**config.mk**
```make
export PLATFORM = sky130hd
export DESIGN_NAME = rorf_regs
export DESIGN_NICKNAME = d
export VERILOG_FILES = /design/src/rorf_rail_gate.v /design/src/rorf_regs.v
export VERILOG_INCLUDE_DIRS = /design/src
export SDC_FILE = /design/constraint.sdc
export NUM_CORES = 1
export LEC_CHECK = 0
export BUFFER_PORTS_ARGS = -buffer_cell sky130_fd_sc_hd__buf_2
export CORE_AREA = 4 4 81 83
export DETAILED_ROUTE_END_ITERATION = 16
export DIE_AREA = 0 0 85 87
export HOLD_SLACK_MARGIN = 0.02
export PLACE_DENSITY = 0.77
export RECOVER_POWER = 100
export SYNTH_ARGS = -nofsm -noshare
export SYNTH_HDL_FRONTEND = slang
export SYNTH_SLANG_ARGS = --single-unit
export TNS_END_PERCENT = 1
```
**constraint.sdc**
```tcl
create_clock -name ref_clk -period 1.7 [get_ports ref_clk]
set_input_delay 0.085 -clock ref_clk [delete_from_list [all_inputs] [get_ports ref_clk]]
set_output_delay 0.085 -clock ref_clk [all_outputs]
set_load 0.01 [all_outputs]
```
**src/rorf_defines.vh**
```
// Constants for the rail override and fault mask register bank.
// Assumes inclusion by bare name from the design files.
`ifndef RORF_DEFINES_VH
`define RORF_DEFINES_VH

// Register offsets on the register access port
`define RORF_OFF_OVERRIDE_ADDR 8'h9f
`define RORF_ON_ONE_ADDR 8'ha0
`define RORF_ON_TWO_ADDR 8'ha1
`define RORF_FAULT_MASK_ONE_ADDR 8'ha2

// Reset values
`define RORF_OFF_OVERRIDE_RST 8'he0
`define RORF_ON_ONE_RST 8'h80
`define RORF_ON_TWO_RST 8'h89
`define RORF_FAULT_MASK_ONE_RST 8'hc0
`define RORF_UNMAPPED_DATA 8'h00

// Forced-off bit positions in the off-override register
`define RORF_SWITCH_B2_OFF_BIT 7
`define RORF_SWITCH_B1_OFF_BIT 6
`define RORF_SWITCH_A1_OFF_BIT 5
`define RORF_TERM_LDO_OFF_BIT 4
`define RORF_OFF_RSVD_MSB 3

// Fields of the second on-override register
`define RORF_LEVEL_MSB 7
`define RORF_LEVEL_LSB 4
`define RORF_ON_TWO_RAIL_MSB 3
`define RORF_OUT4_IDX 3

// Rail vector layout: [5:0] step-down 1..6, 6 switch A1, 7 LDO A2,
// 8 LDO A3, 9 switch B1, 10 switch B2, 11 termination LDO
`define RORF_RAIL_COUNT 12
`define RORF_FAULT_COUNT 8
`define RORF_NO_OFF_FORCE 1'b1
`define RORF_STEPDOWN_NO_OFF 6'h3f

`endif

```
**src/rorf_rail_gate.v**
```verilog
// Per-rail enable combiner: forced-off, forced-on and request inputs.
// Assumes all inputs synchronous to ref_clk; output registered.
`timescale 1ns/1ps
`default_nettype none

module rorf_rail_gate #(
  parameter N = 12
) (
  input wire ref_clk,
  input wire rst,
  input wire [N-1:0] off_n,
  input wire [N-1:0] force_on,
  input wire [N-1:0] request,
  output reg [N-1:0] enable_r
);

  wire [N-1:0] enable_nxt;

  // Off bit low wins; else forced on or request
  assign enable_nxt = off_n & (force_on | request);

  // Re-evaluated every clock
  always @(posedge ref_clk)
  begin
    if (rst)
      enable_r <= {N{1'b0}};
    else
      enable_r <= enable_nxt;
  end

endmodule

`default_nettype wire

```
**src/rorf_regs.v**
```verilog
// Rail override, output level and fault mask register bank.
// Assumes a serial-bus front end turns host transfers into single-cycle
// register read and write strobes on the access port below.
`timescale 1ns/1ps
`default_nettype none
`include "rorf_defines.vh"

module rorf_regs #(
  parameter RAILS = `RORF_RAIL_COUNT,
  parameter FAULTS = `RORF_FAULT_COUNT
) (
  input wire ref_clk,
  input wire rst,
  input wire reg_wr,
  input wire reg_rd,
  input wire [7:0] reg_addr,
  input wire [7:0] reg_wdata,
  output reg [7:0] reg_rdata_r,
  output reg reg_rvalid_r,
  input wire [RAILS-1:0] rail_request,
  output wire [RAILS-1:0] rail_enable_r,
  input wire [FAULTS-1:0] rail_fault,
  output reg shutdown_r,
  input wire [3:0] gpo_is_gp_out,
  input wire [3:0] gpo_push_pull,
  input wire [3:0] gpo_alt_level,
  output reg [3:0] gpo_out_r,
  output reg [3:0] gpo_oe_r
);

  reg [7:0] rail_off_override_r;
  reg [7:0] rail_on_override_one_r;
  reg [7:0] rail_on_override_two_output_level_r;
  reg [7:0] fault_shutdown_mask_one_r;
  reg [7:0] rdata_nxt;
  reg [3:0] gpo_out_nxt;
  reg [3:0] gpo_oe_nxt;
  reg [3:0] level_ctl;
  integer i;

  wire [RAILS-1:0] off_vec;
  wire [RAILS-1:0] on_vec;
  wire [3:0] out_level;
  wire [3:0] addr_hit;

  // Select bit of each register in the decoded offset, and pin count
  localparam SEL_OFF = 0;
  localparam SEL_ON_ONE = 1;
  localparam SEL_ON_TWO = 2;
  localparam SEL_MASK = 3;
  localparam GPO_PINS = 4;

  // Offset to one-hot register select; unmapped offsets give no select
  function [3:0] decode_offset;
    input [7:0] offset;
    begin
      case (offset)
        `RORF_OFF_OVERRIDE_ADDR: decode_offset = 4'h1;
        `RORF_ON_ONE_ADDR: decode_offset = 4'h2;
        `RORF_ON_TWO_ADDR: decode_offset = 4'h4;
        `RORF_FAULT_MASK_ONE_ADDR: decode_offset = 4'h8;
        default: decode_offset = 4'h0;
      endcase
    end
  endfunction

  // One decode shared by the write and read paths
  assign addr_hit = decode_offset(reg_addr);

  // Register writes at documented offsets; all bits stored as written
  always @(posedge ref_clk)
  begin
    if (rst)
    begin
      rail_off_override_r <= `RORF_OFF_OVERRIDE_RST;
      rail_on_override_one_r <= `RORF_ON_ONE_RST;
      rail_on_override_two_output_level_r <= `RORF_ON_TWO_RST;
      fault_shutdown_mask_one_r <= `RORF_FAULT_MASK_ONE_RST;
    end
    else if (reg_wr)
    begin
      // Writes to unmapped offsets select nothing and are dropped
      if (addr_hit[SEL_OFF])
        rail_off_override_r <= reg_wdata;
      if (addr_hit[SEL_ON_ONE])
        rail_on_override_one_r <= reg_wdata;
      if (addr_hit[SEL_ON_TWO])
        rail_on_override_two_output_level_r <= reg_wdata;
      if (addr_hit[SEL_MASK])
        fault_shutdown_mask_one_r <= reg_wdata;
    end
  end

  // Read mux; unmapped offsets read zero
  always @*
  begin
    rdata_nxt = `RORF_UNMAPPED_DATA;
    if (addr_hit[SEL_OFF])
      rdata_nxt = rail_off_override_r;
    if (addr_hit[SEL_ON_ONE])
      rdata_nxt = rail_on_override_one_r;
    if (addr_hit[SEL_ON_TWO])
      rdata_nxt = rail_on_override_two_output_level_r;
    if (addr_hit[SEL_MASK])
      rdata_nxt = fault_shutdown_mask_one_r;
  end

  // Read data registered one cycle after the strobe
  always @(posedge ref_clk)
  begin
    if (rst)
    begin
      reg_rdata_r <= `RORF_UNMAPPED_DATA;
      reg_rvalid_r <= 1'b0;
    end
    else
    begin
      reg_rvalid_r <= reg_rd;
      if (reg_rd)
        reg_rdata_r <= rdata_nxt;
    end
  end

  // Forced-off vector; rails with off bits held elsewhere never forced off
  assign off_vec = {
    rail_off_override_r[`RORF_TERM_LDO_OFF_BIT],
    rail_off_override_r[`RORF_SWITCH_B2_OFF_BIT],
    rail_off_override_r[`RORF_SWITCH_B1_OFF_BIT],
    `RORF_NO_OFF_FORCE,
    `RORF_NO_OFF_FORCE,
    rail_off_override_r[`RORF_SWITCH_A1_OFF_BIT],
    `RORF_STEPDOWN_NO_OFF};

  // Forced-on vector from both on-override registers
  assign on_vec = {rail_on_override_two_output_level_r[`RORF_ON_TWO_RAIL_MSB:0],
    rail_on_override_one_r};

  // Rail enable combiner
  rorf_rail_gate #(
    .N(RAILS)
  ) u_gate (
    .ref_clk(ref_clk),
    .rst(rst),
    .off_n(off_vec),
    .force_on(on_vec),
    .request(rail_request),
    .enable_r(rail_enable_r)
  );

  // Shutdown on any unmasked fault
  always @(posedge ref_clk)
  begin
    if (rst)
      shutdown_r <= 1'b0;
    else
      shutdown_r <= |(rail_fault & ~fault_shutdown_mask_one_r);
  end

  // Level bits of the general outputs, pin 1 in the lowest bit
  assign out_level =
    rail_on_override_two_output_level_r[`RORF_LEVEL_MSB:`RORF_LEVEL_LSB];

  // General output pin drive: level control or alternate function
  always @*
  begin
    gpo_out_nxt = 4'h0;
    gpo_oe_nxt = 4'h0;
    level_ctl = gpo_is_gp_out;
    // Out4 takes level control only as open-drain
    level_ctl[`RORF_OUT4_IDX] = gpo_is_gp_out[`RORF_OUT4_IDX] &
      ~gpo_push_pull[`RORF_OUT4_IDX];
    for (i = 0; i < GPO_PINS; i = i + 1)
    begin
      if (level_ctl[i] && gpo_push_pull[i])
      begin
        gpo_out_nxt[i] = out_level[i];
        gpo_oe_nxt[i] = 1'b1;
      end
      else if (level_ctl[i])
      begin
        gpo_out_nxt[i] = 1'b0;
        gpo_oe_nxt[i] = ~out_level[i];
      end
      else
      begin
        gpo_out_nxt[i] = gpo_alt_level[i];
        gpo_oe_nxt[i] = 1'b1;
      end
    end
  end

  // Pin drive registers
  always @(posedge ref_clk)
  begin
    if (rst)
    begin
      gpo_out_r <= 4'h0;
      gpo_oe_r <= 4'h0;
    end
    else
    begin
      gpo_out_r <= gpo_out_nxt;
      gpo_oe_r <= gpo_oe_nxt;
    end
  end

endmodule

`default_nettype wire

```
**Word level (Yosys, flattened, before mapping)**

Index checks and enable logic that the tools add are counted.

- Flip-flop bits (word level): 62
- Bits of input ports: 52
- Output and inout bits: 30
- Word-level logic and storage cells: 54

- Equal/unequal tests: 4
- Mux-type cells: 21
- Bitwise logic cells: 10
- Reductions and logical operators: 9

Operators by type and width:

| cell | count |
|---|---|
| $eq A8 B8 Y1 const B | 4 |
| $mux W8 | 4 |
| $mux W1 | 16 |
| $pmux W4 S4 | 1 |
| $and A12 B12 Y12 | 1 |
| $or A12 B12 Y12 | 1 |
| $and A8 B8 Y8 | 1 |
| $not A8 Y8 | 1 |
| $reduce_and A2 Y1 | 4 |
| $reduce_or A8 Y1 | 1 |
| $not A1 Y1 | 5 |
| $logic_and A1 B1 Y1 | 4 |
| $and A1 B1 Y1 | 1 |

**Longest topological paths before layout**

Gate-level depths: netlist of the first run.

- Word-level depth: 6
- Depth in mapped cells: 6
- Mapped depth without buffers: 4

**Hierarchy**

From an unflattened synthesis of the first run, not the netlist that was laid out.

- Cell total of the unflattened synthesis: 275
- Area, all modules: 2571.2 um^2

By module, submodules not included:

| module | times used | cells an instance | area an instance (um^2) | seq. area each (um^2) |
|---|---|---|---|---|
| rorf_regs | 1 | 238 | 2134.5 | 1001.0 |
| rorf_rail_gate | 1 | 37 | 436.7 | 240.2 |

**Worst setup path after synthesis of the first run**

Ideal clock, no wire load.

- Path type: input to register
- Start point: input port reg_addr[2]
- End point: register reg_rdata_r[7]
- Setup time: 92 ps
- Arrival: 1342 ps
- Data required time: 1608 ps
- Setup slack: 266 ps
- Stages on the path: 5
- Path buffers: 1
- Cell sequence: or4b_1 > buf_4 > a2111oi_2 > a21oi_1 > o32ai_1

- Word-level cells in the longest chain between the ends: 6
- Elaborated cells on any way between the ends: 9
- Classes of those cells: eq/ne: 4; mux: 5

RTL lines:

| item | RTL line | RTL |
|---|---|---|
| start: declaration | rorf_regs.v:16 | `input wire [7:0] reg_addr,` |
| $eq A8 B8 Y1 | rorf_regs.v:57 | `case (offset)` |
| $pmux W4 S4 * | rorf_regs.v:57 |  |
| $mux W8 | rorf_regs.v:98 | `if (addr_hit[SEL_OFF])` |
| $mux W8 | rorf_regs.v:100 | `if (addr_hit[SEL_ON_ONE])` |
| $mux W8 | rorf_regs.v:102 | `if (addr_hit[SEL_ON_TWO])` |
| $mux W8 * | rorf_regs.v:104 | `if (addr_hit[SEL_MASK])` |
| end signal: assignment | rorf_regs.v:113 | `` reg_rdata_r <= `RORF_UNMAPPED_DATA; `` |
| end signal: assignment | rorf_regs.v:120 | `reg_rdata_r <= rdata_nxt;` |
| end: declaration | rorf_regs.v:18 | `output reg [7:0] reg_rdata_r,` |

Mark *: on every way between the ends. The rest lies on a longest branch, timed or not.
A chain may end at the register's enable or synchronous reset.

**Final worst setup path of the first run**

- Start point: input port reg_addr[2]
- End point: register reg_rdata_r[6]

Same word-level chain as after synthesis.

==> results.sh, run 1 <==
export IMPL_status="finished clean"
export IMPL_tightest_slew_ps=725
export IMPL_cts_repair_resized=0
export IMPL_areaGrowthSynthToFinish_pct=37.6
export IMPL_core_area_mm2=0.00585
export IMPL_detailedRoute_firstPassIterationCount=4
export IMPL_cts_htree_levels=3
export IMPL_n_fill_cell=550
export IMPL_die_w_um=85
export IMPL_synth_largest_area_cell="sky130_fd_sc_hd__dfxtp_1"
export IMPL_crit_reg2reg_launch="rail_on_override_two_output_level_r[0]"
export IMPL_fin_nets=444
export IMPL_async_flop_share=0
export IMPL_drc=0
export IMPL_synth_cells=275
export IMPL_cts_tree="built"
export IMPL_skew_final_ps=5.35
export IMPL_final_setup_viol_count=0
export IMPL_register_area_mm2=0.00124
export IMPL_antenna_found_initial=0
export IMPL_grt_setup_unrepaired="no"
export IMPL_fmax_mhz=687
export IMPL_power_density_mw_per_mm2=926
export IMPL_grt_max_degree=64
export IMPL_setup_worst_path_class="in -> reg"
export IMPL_cts_root_buf="sky130_fd_sc_hd__clkbuf_8"
export IMPL_routedWlPerCell_um=15.9
export IMPL_via_count=2440
export IMPL_post_cts_setup_buffers=0
export IMPL_fin_area_mm2=0.00352
export IMPL_hold_path_class="in -> reg"
export IMPL_crit_path_start="reg_addr[2]"
export IMPL_initial_utilization=0.437
export IMPL_report_final_slew_viol_count=0
export IMPL_port_buffers=81
export IMPL_cts_buffers=9
export IMPL_synth_top_cells_by_count="sky130_fd_sc_hd__dfxtp_1, sky130_fd_sc_hd__nor2_1, sky130_fd_sc_hd__mux2i_1"
export IMPL_dieHeight_um=87
export IMPL_rows=28
export IMPL_yosys_cell_types_count=28
export IMPL_post_place_cells=430
export IMPL_multiInputGateArea_mm2=0.00117
export IMPL_vias_per_cell=5.17
export IMPL_ioPinCount=82
export IMPL_synth_net_count=327
export IMPL_diodes=0
export IMPL_worst_rel_slew_slack=0.517
export IMPL_post_dp_hpwl_mm=4.97
export IMPL_fin_util=0.602
export IMPL_detailed_place_area_mm2=0.00312
export IMPL_drtIter0Drc=172
export IMPL_worstPathMaxFanout=8
export IMPL_synth_seq_cells=62
export IMPL_clk_latency_ps=340
export IMPL_post_cts_hold_buffer_count=26
export IMPL_synth_flop_cell="sky130_fd_sc_hd__dfxtp_1"
export IMPL_final_hold_worst_slack_ps=31.6
export IMPL_global_route_wire_length_before_repair_mm=12.0
export IMPL_worst_ir_drop_vdd_mv=0.672
export IMPL_drt_total_wl_mm=7.49
export IMPL_syn_avg_cell_area_um2=9.30
export IMPL_place_gp_congestion=0.866
export IMPL_finalCriticalPeriod_ps=1460
export IMPL_cts_num_sinks=62
export IMPL_timing_hold_violations_final=0
export IMPL_post_route_cells_drive_above_1_share=0.204
export IMPL_synth_edff_count=0
export IMPL_timing_setup_tns_ps=0
export IMPL_crit_share_post_route=0.856
export IMPL_cts_path_max_buffers=2
export IMPL_post_synthesis_cell_area_mm2=0.00256
export IMPL_antenna_nets_post_route=0
export IMPL_synth_top_cells_by_area="sky130_fd_sc_hd__dfxtp_1, sky130_fd_sc_hd__mux2i_1, sky130_fd_sc_hd__nor2_1"
export IMPL_hold_path_startpoint="gpo_push_pull[1]"
export IMPL_post_synth_top_count_cell="sky130_fd_sc_hd__dfxtp_1"
export IMPL_critPathRequiredTime_ps=1940
export IMPL_grt_usage=0.210
export IMPL_cap_viol_max_count=0
export IMPL_grt_overflow_total=0
export IMPL_netlist_area_leader_share=0.485
export IMPL_synthesis_yosys_warnings=0
export IMPL_startpoint_type="input pin"
export IMPL_seq_area_frac_synth=0.485
export IMPL_worstSetupEndpointType="register"
export IMPL_first_global_vias=2422
export IMPL_cellLeakagePower_nw=1.52
export IMPL_reg_clk_slew_reported_paths_ps=70
export IMPL_die_area_mm2=0.00740
export IMPL_arrival_ps=1700
export IMPL_layout_cells_non_filler=472
==> power breakdown <==
part	switching, W	total, W	internal (W)
clock network	0.000580	0.00148	0.000905
registers	0.00000838	0.00149	0.00148
logic	0.000151	0.000288	0.000136
total	0.000740	0.00326	0.00252
==> per-stage QoR <==
step           power, W  worst slack, ps
6_report        0.00326              244
3_5_place_dp    0.00177             17.2
2_1_floorplan   0.00164              266
3_3_place_gp    0.00177              100
5_1_grt         0.00339              173
4_1_cts         0.00329              357
==> cells by family (layout without fill, tap and decap cells) <==
logic type	after synthesis	count (layout)	synth area share
multiplexers	23	23	0.0900
AO/OA/AOI/OAI	45	45	0.147
flip-flops	62	62	0.485
buffers and inverters	31	153	0.0489
AND/OR/NAND/NOR	114	114	0.229
==> worst max-delay path, cell delays in order <==
cell and delay [ps]:
sky130_fd_sc_hd__clkbuf_1 100, sky130_fd_sc_hd__or4b_1 530, sky130_fd_sc_hd__clkbuf_2 250, sky130_fd_sc_hd__a2111oi_0 390, sky130_fd_sc_hd__a21oi_1 80, sky130_fd_sc_hd__o32ai_1 260
==> metal layers <==
layer  GRT usage  part of all wire
met2       0.356              0.49
met4      0.0892             0.027
met3      0.0672             0.074
met1       0.243              0.41
met5           0                 0
==> area by class of cell <==
| class | count | area share |
|---|---|---|
| flip-flops and latches | 62 | 0.353 |
| clock inverters | 5 | 0.0231 |
| well taps | 75 | 0.0267 |
| inverters | 15 | 0.0160 |
| repair buffers | 122 | 0.205 |
| clock buffers | 11 | 0.0430 |
| multi-input cells | 182 | 0.333 |
==> layout by cell type, fill, tap and decap left out, drive strengths merged, types with 3 or more instances in the layout <==
cell and instances:
a211o 7, dlygate4sd3 26, nor2 58, clkbuf 53, dfxtp 62, nor2b 7
buf 54, a2111oi 8, nand3 4, o32ai 8, nor3b 5, inv 15
a21oi 15, nand4 3, a31oi 3, nand2b 21, mux2i 23, nor3 11
==> registers in the layout (all words and copies together), names as in the netlist, 4 cells and up <==
register                             flops
rail_off_override_r                      8
u_gate.enable_r                         12
rail_on_override_two_output_level_r      8
rail_on_override_one_r                   8
gpo_out_r                                4
reg_rdata_r                              8
fault_shutdown_mask_one_r                8
gpo_oe_r                                 4
==> path summary, 6_finish.rpt <==
check | end | slack, ps | cells past startpoint
hold / removal | gpo_out_r[1] | 30 | 3
setup / recovery | reg_rdata_r[6] | 240 | 6
setup reg to reg | reg_rdata_r[0] | 360 | 4
hold reg to reg | gpo_oe_r[3] | 480 | 1
(Power assumes the default switching activity.)
==> run 2, diff against run 1 <==
Settings changed: ABC_AREA from default to 1, CORE_AREA 4 4 81 83 to 4 4 83 85, DIE_AREA 0 0 85 87 to 0 0 87 89.
==> results.sh, run 2 <==
export IMPL_status="finished clean"
export IMPL_netlist_area_leader_share=0.454
export IMPL_rows=29
export IMPL_core_area_mm2=0.00620
export IMPL_max_stage_delay_ps=640
export IMPL_r2r_slack_ps=480
export IMPL_cp_slowest_cell="sky130_fd_sc_hd__nor2_1"
export IMPL_power_report_internal_total_w=0.00220
export IMPL_synth_net_count=426
export IMPL_worst_rel_slew_slack=0.447
export IMPL_reg_clk_slew_reported_paths_ps=70
export IMPL_port_buffers=81
export IMPL_preCtsSetupSlack_ps=239
export IMPL_post_route_cells_drive_above_1_share=0.181
export IMPL_vias_per_cell=4.95
export IMPL_cts_tree="built"
export IMPL_drt_total_wl_mm=7.60
export IMPL_ioPinCount=82
export IMPL_worst_hold_path_endpoint="gpo_out_r[1]"
export IMPL_critPathRequiredTime_ps=1970
export IMPL_place_gp_congestion=0.946
export IMPL_setup_worst_path_class="in -> reg"
export IMPL_first_global_vias=2555
export IMPL_post_synth_top_count_cell="sky130_fd_sc_hd__nand2_1"
export IMPL_cts_path_max_buffers=2
export IMPL_synth_edff_count=0
export IMPL_synth_seq_cells=62
export IMPL_report_final_slew_viol_count=0
export IMPL_detailedRoute_firstPassIterationCount=4
export IMPL_final_critical_path_setup_slack_ps=273
export IMPL_seq_power_share=0.506
export IMPL_synth_flop_cell="sky130_fd_sc_hd__dfxtp_1"
export IMPL_reg2regPathDepth=3
export IMPL_clk_latency_ps=340
export IMPL_synthesis_yosys_warnings=0
export IMPL_fin_nets=535
export IMPL_most_common_layout_cells="sky130_fd_sc_hd__nand2_1, sky130_fd_sc_hd__dfxtp_1, sky130_fd_sc_hd__buf_2, sky130_fd_sc_hd__inv_1, sky130_fd_sc_hd__nor2_1"
export IMPL_power_w=0.00294
export IMPL_worst_ir_drop_vdd_mv=0.523
export IMPL_crit_path_start="reg_addr[2]"
export IMPL_areaGrowthSynthToFinish_pct=30.8
export IMPL_cellLeakagePower_nw=1.62
export IMPL_cap_viol_max_count=0
export IMPL_post_dp_hpwl_mm=5.30
export IMPL_power_density_mw_per_mm2=823
export IMPL_capture_point_of_the_worst_reg_to_reg_path="gpo_out_r[0]"
export IMPL_cts_num_sinks=62
export IMPL_n_fill_cell=605
export IMPL_async_flop_share=0
export IMPL_grt_setup_unrepaired="no"
export IMPL_synth_cells=374
export IMPL_antenna_nets_post_route=0
export IMPL_hold_path_startpoint="gpo_push_pull[1]"
export IMPL_syn_avg_cell_area_um2=7.30
export IMPL_synth_top_cells_by_area="sky130_fd_sc_hd__dfxtp_1, sky130_fd_sc_hd__nand2_1, sky130_fd_sc_hd__inv_1"
export IMPL_register_with_the_most_flip_flops="u_gate.enable_r"
export IMPL_global_route_wire_length_before_repair_mm=11.9
export IMPL_dieHeight_um=89
export IMPL_cts_buffers=9
export IMPL_grt_usage=0.198
export IMPL_drtIter0Drc=196
export IMPL_timing_setup_tns_ps=0
export IMPL_finalCriticalPeriod_ps=1430
export IMPL_die_w_um=87
export IMPL_startpoint_type="input pin"
export IMPL_pwr_share_clk=0.394
export IMPL_yosys_cell_types_count=29
export IMPL_hold_path_class="in -> reg"
export IMPL_comb_power_share=0.100
export IMPL_worstPathMaxFanout=9
export IMPL_grt_max_degree=30
export IMPL_fmax_mhz=701
export IMPL_crit_share_post_route=0.839
export IMPL_met2WireLength_mm=3.55
export IMPL_crit_reg2reg_launch="rail_on_override_two_output_level_r[4]"
export IMPL_p_switching_w=0.000737
export IMPL_largest_reg_flops=12
export IMPL_cts_root_buf="sky130_fd_sc_hd__clkbuf_8"
export IMPL_final_setup_viol_count=0
export IMPL_power_switching_share=0.251
export IMPL_routedWlPerCell_um=13.5
export IMPL_antenna_found_initial=0
export IMPL_arrival_ps=1700
export IMPL_top_layer_used="met4"
export IMPL_most_common_cell_after_layout_fill_and_taps_aside="sky130_fd_sc_hd__nand2_1"
export IMPL_diodes=0
export IMPL_tightest_slew_ps=826
export IMPL_cts_repair_resized=0
export IMPL_crit_path_cell_trace="buf_2 -> inv_1 -> nand2_4 -> nor2_1 -> nand3_4 -> clkinv_2 -> nand2_1 -> a21oi_1"
export IMPL_drc=0
export IMPL_grt_overflow_total=0
export IMPL_via_count=2794
export IMPL_fin_util=0.576
export IMPL_met3_wirelength_um=513
export IMPL_skew_final_ps=7.40
export IMPL_seq_area_frac_synth=0.454
export IMPL_min_delay_path_depth=3
export IMPL_worstSetupEndpointType="register"
export IMPL_initial_utilization=0.440
export IMPL_critical_path_buf_inv_count=3
export IMPL_synth_top_cells_by_count="sky130_fd_sc_hd__nand2_1, sky130_fd_sc_hd__dfxtp_1, sky130_fd_sc_hd__inv_1"
export IMPL_synth_largest_area_cell="sky130_fd_sc_hd__dfxtp_1"
export IMPL_wirelength_met1_mm=3.33
export IMPL_cts_htree_levels=3
export IMPL_die_area_mm2=0.00774
export IMPL_timing_hold_violations_final=0
export IMPL_crit_family="simple AND/OR/NAND/NOR gates"
export IMPL_post_synthesis_cell_area_mm2=0.00273
==> run 2: cells by family after synthesis <==
| family | Yosys count | share of synthesized area |
|---|---|---|
| compound gates | 62 | 0.127 |
| buf+inv | 65 | 0.103 |
| flops | 62 | 0.454 |
| simple gates | 185 | 0.316 |
==> run 2: area by class of cell <==
| class | count | area [um2] | share of cell area |
|---|---|---|---|
| sequential | 62 | 1240 | 0.347 |
| multi-input combinational | 247 | 1190 | 0.333 |
| timing repair buffer | 115 | 692 | 0.194 |
| inverter | 48 | 181 | 0.0508 |
| clock buffer | 11 | 151 | 0.0424 |
| tap | 77 | 96.3 | 0.0270 |
| clock inverter | 4 | 22.5 | 0.00630 |
==> run 2: stage by stage <==
stage / area, um2 / instances / hold WS (ps)
floorplan: 2730 / 374 / 198
global placement: 3170 / 520 / 289
detailed placement: 3170 / 520 / 296
CTS: 3630 / 564 / 20.3
global route: 3570 / 564 / 37.9
finish: 3570 / 564 / 24.7
==> run 2: worst reg2reg max path, delay by kind of cell, from the launching register on <==
family | cells | cell delay [ps]
compound gates | 1 | 130
buf+inv | 1 | 550
flops | 1 | 390
simple gates | 1 | 100
==> run 2: power by group through the flow <==
stage	Combinational, W	Clock [W]	Sequential (W)
global placement	0.000249	0	0.00152
CTS	0.000304	0.00118	0.00149
detailed placement	0.000254	0	0.00152
floorplan	0.000113	0	0.00154
finish	0.000294	0.00116	0.00149
global route	0.000326	0.00124	0.00149
==> run 2: layer usage <==
layer | vias to the layer above | track usage
met4 | 0 | 0.0822
met3 | 17 | 0.0553
met1 | 1270 | 0.246
li1 | 1414 | -
met5 | - | 0
met2 | 93 | 0.323
==> run 2: repair_timing <==
item | CTS | global route
hold endpoints to repair | 23 | 0
hold buffers | 29 | 0
setup buffers | 0 | 0
==> run 2: worst max-delay path by stage <==
stage | end | cells past startpoint
global route | rail_on_override_two_output_level_r[1] | 8
finish | rail_on_override_two_output_level_r[6] | 8
global placement | reg_rdata_r[2] | 11
floorplan | rail_on_override_one_r[5] | 7
detailed placement | rail_on_override_one_r[2] | 7
CTS | gpo_out_r[2] | 3
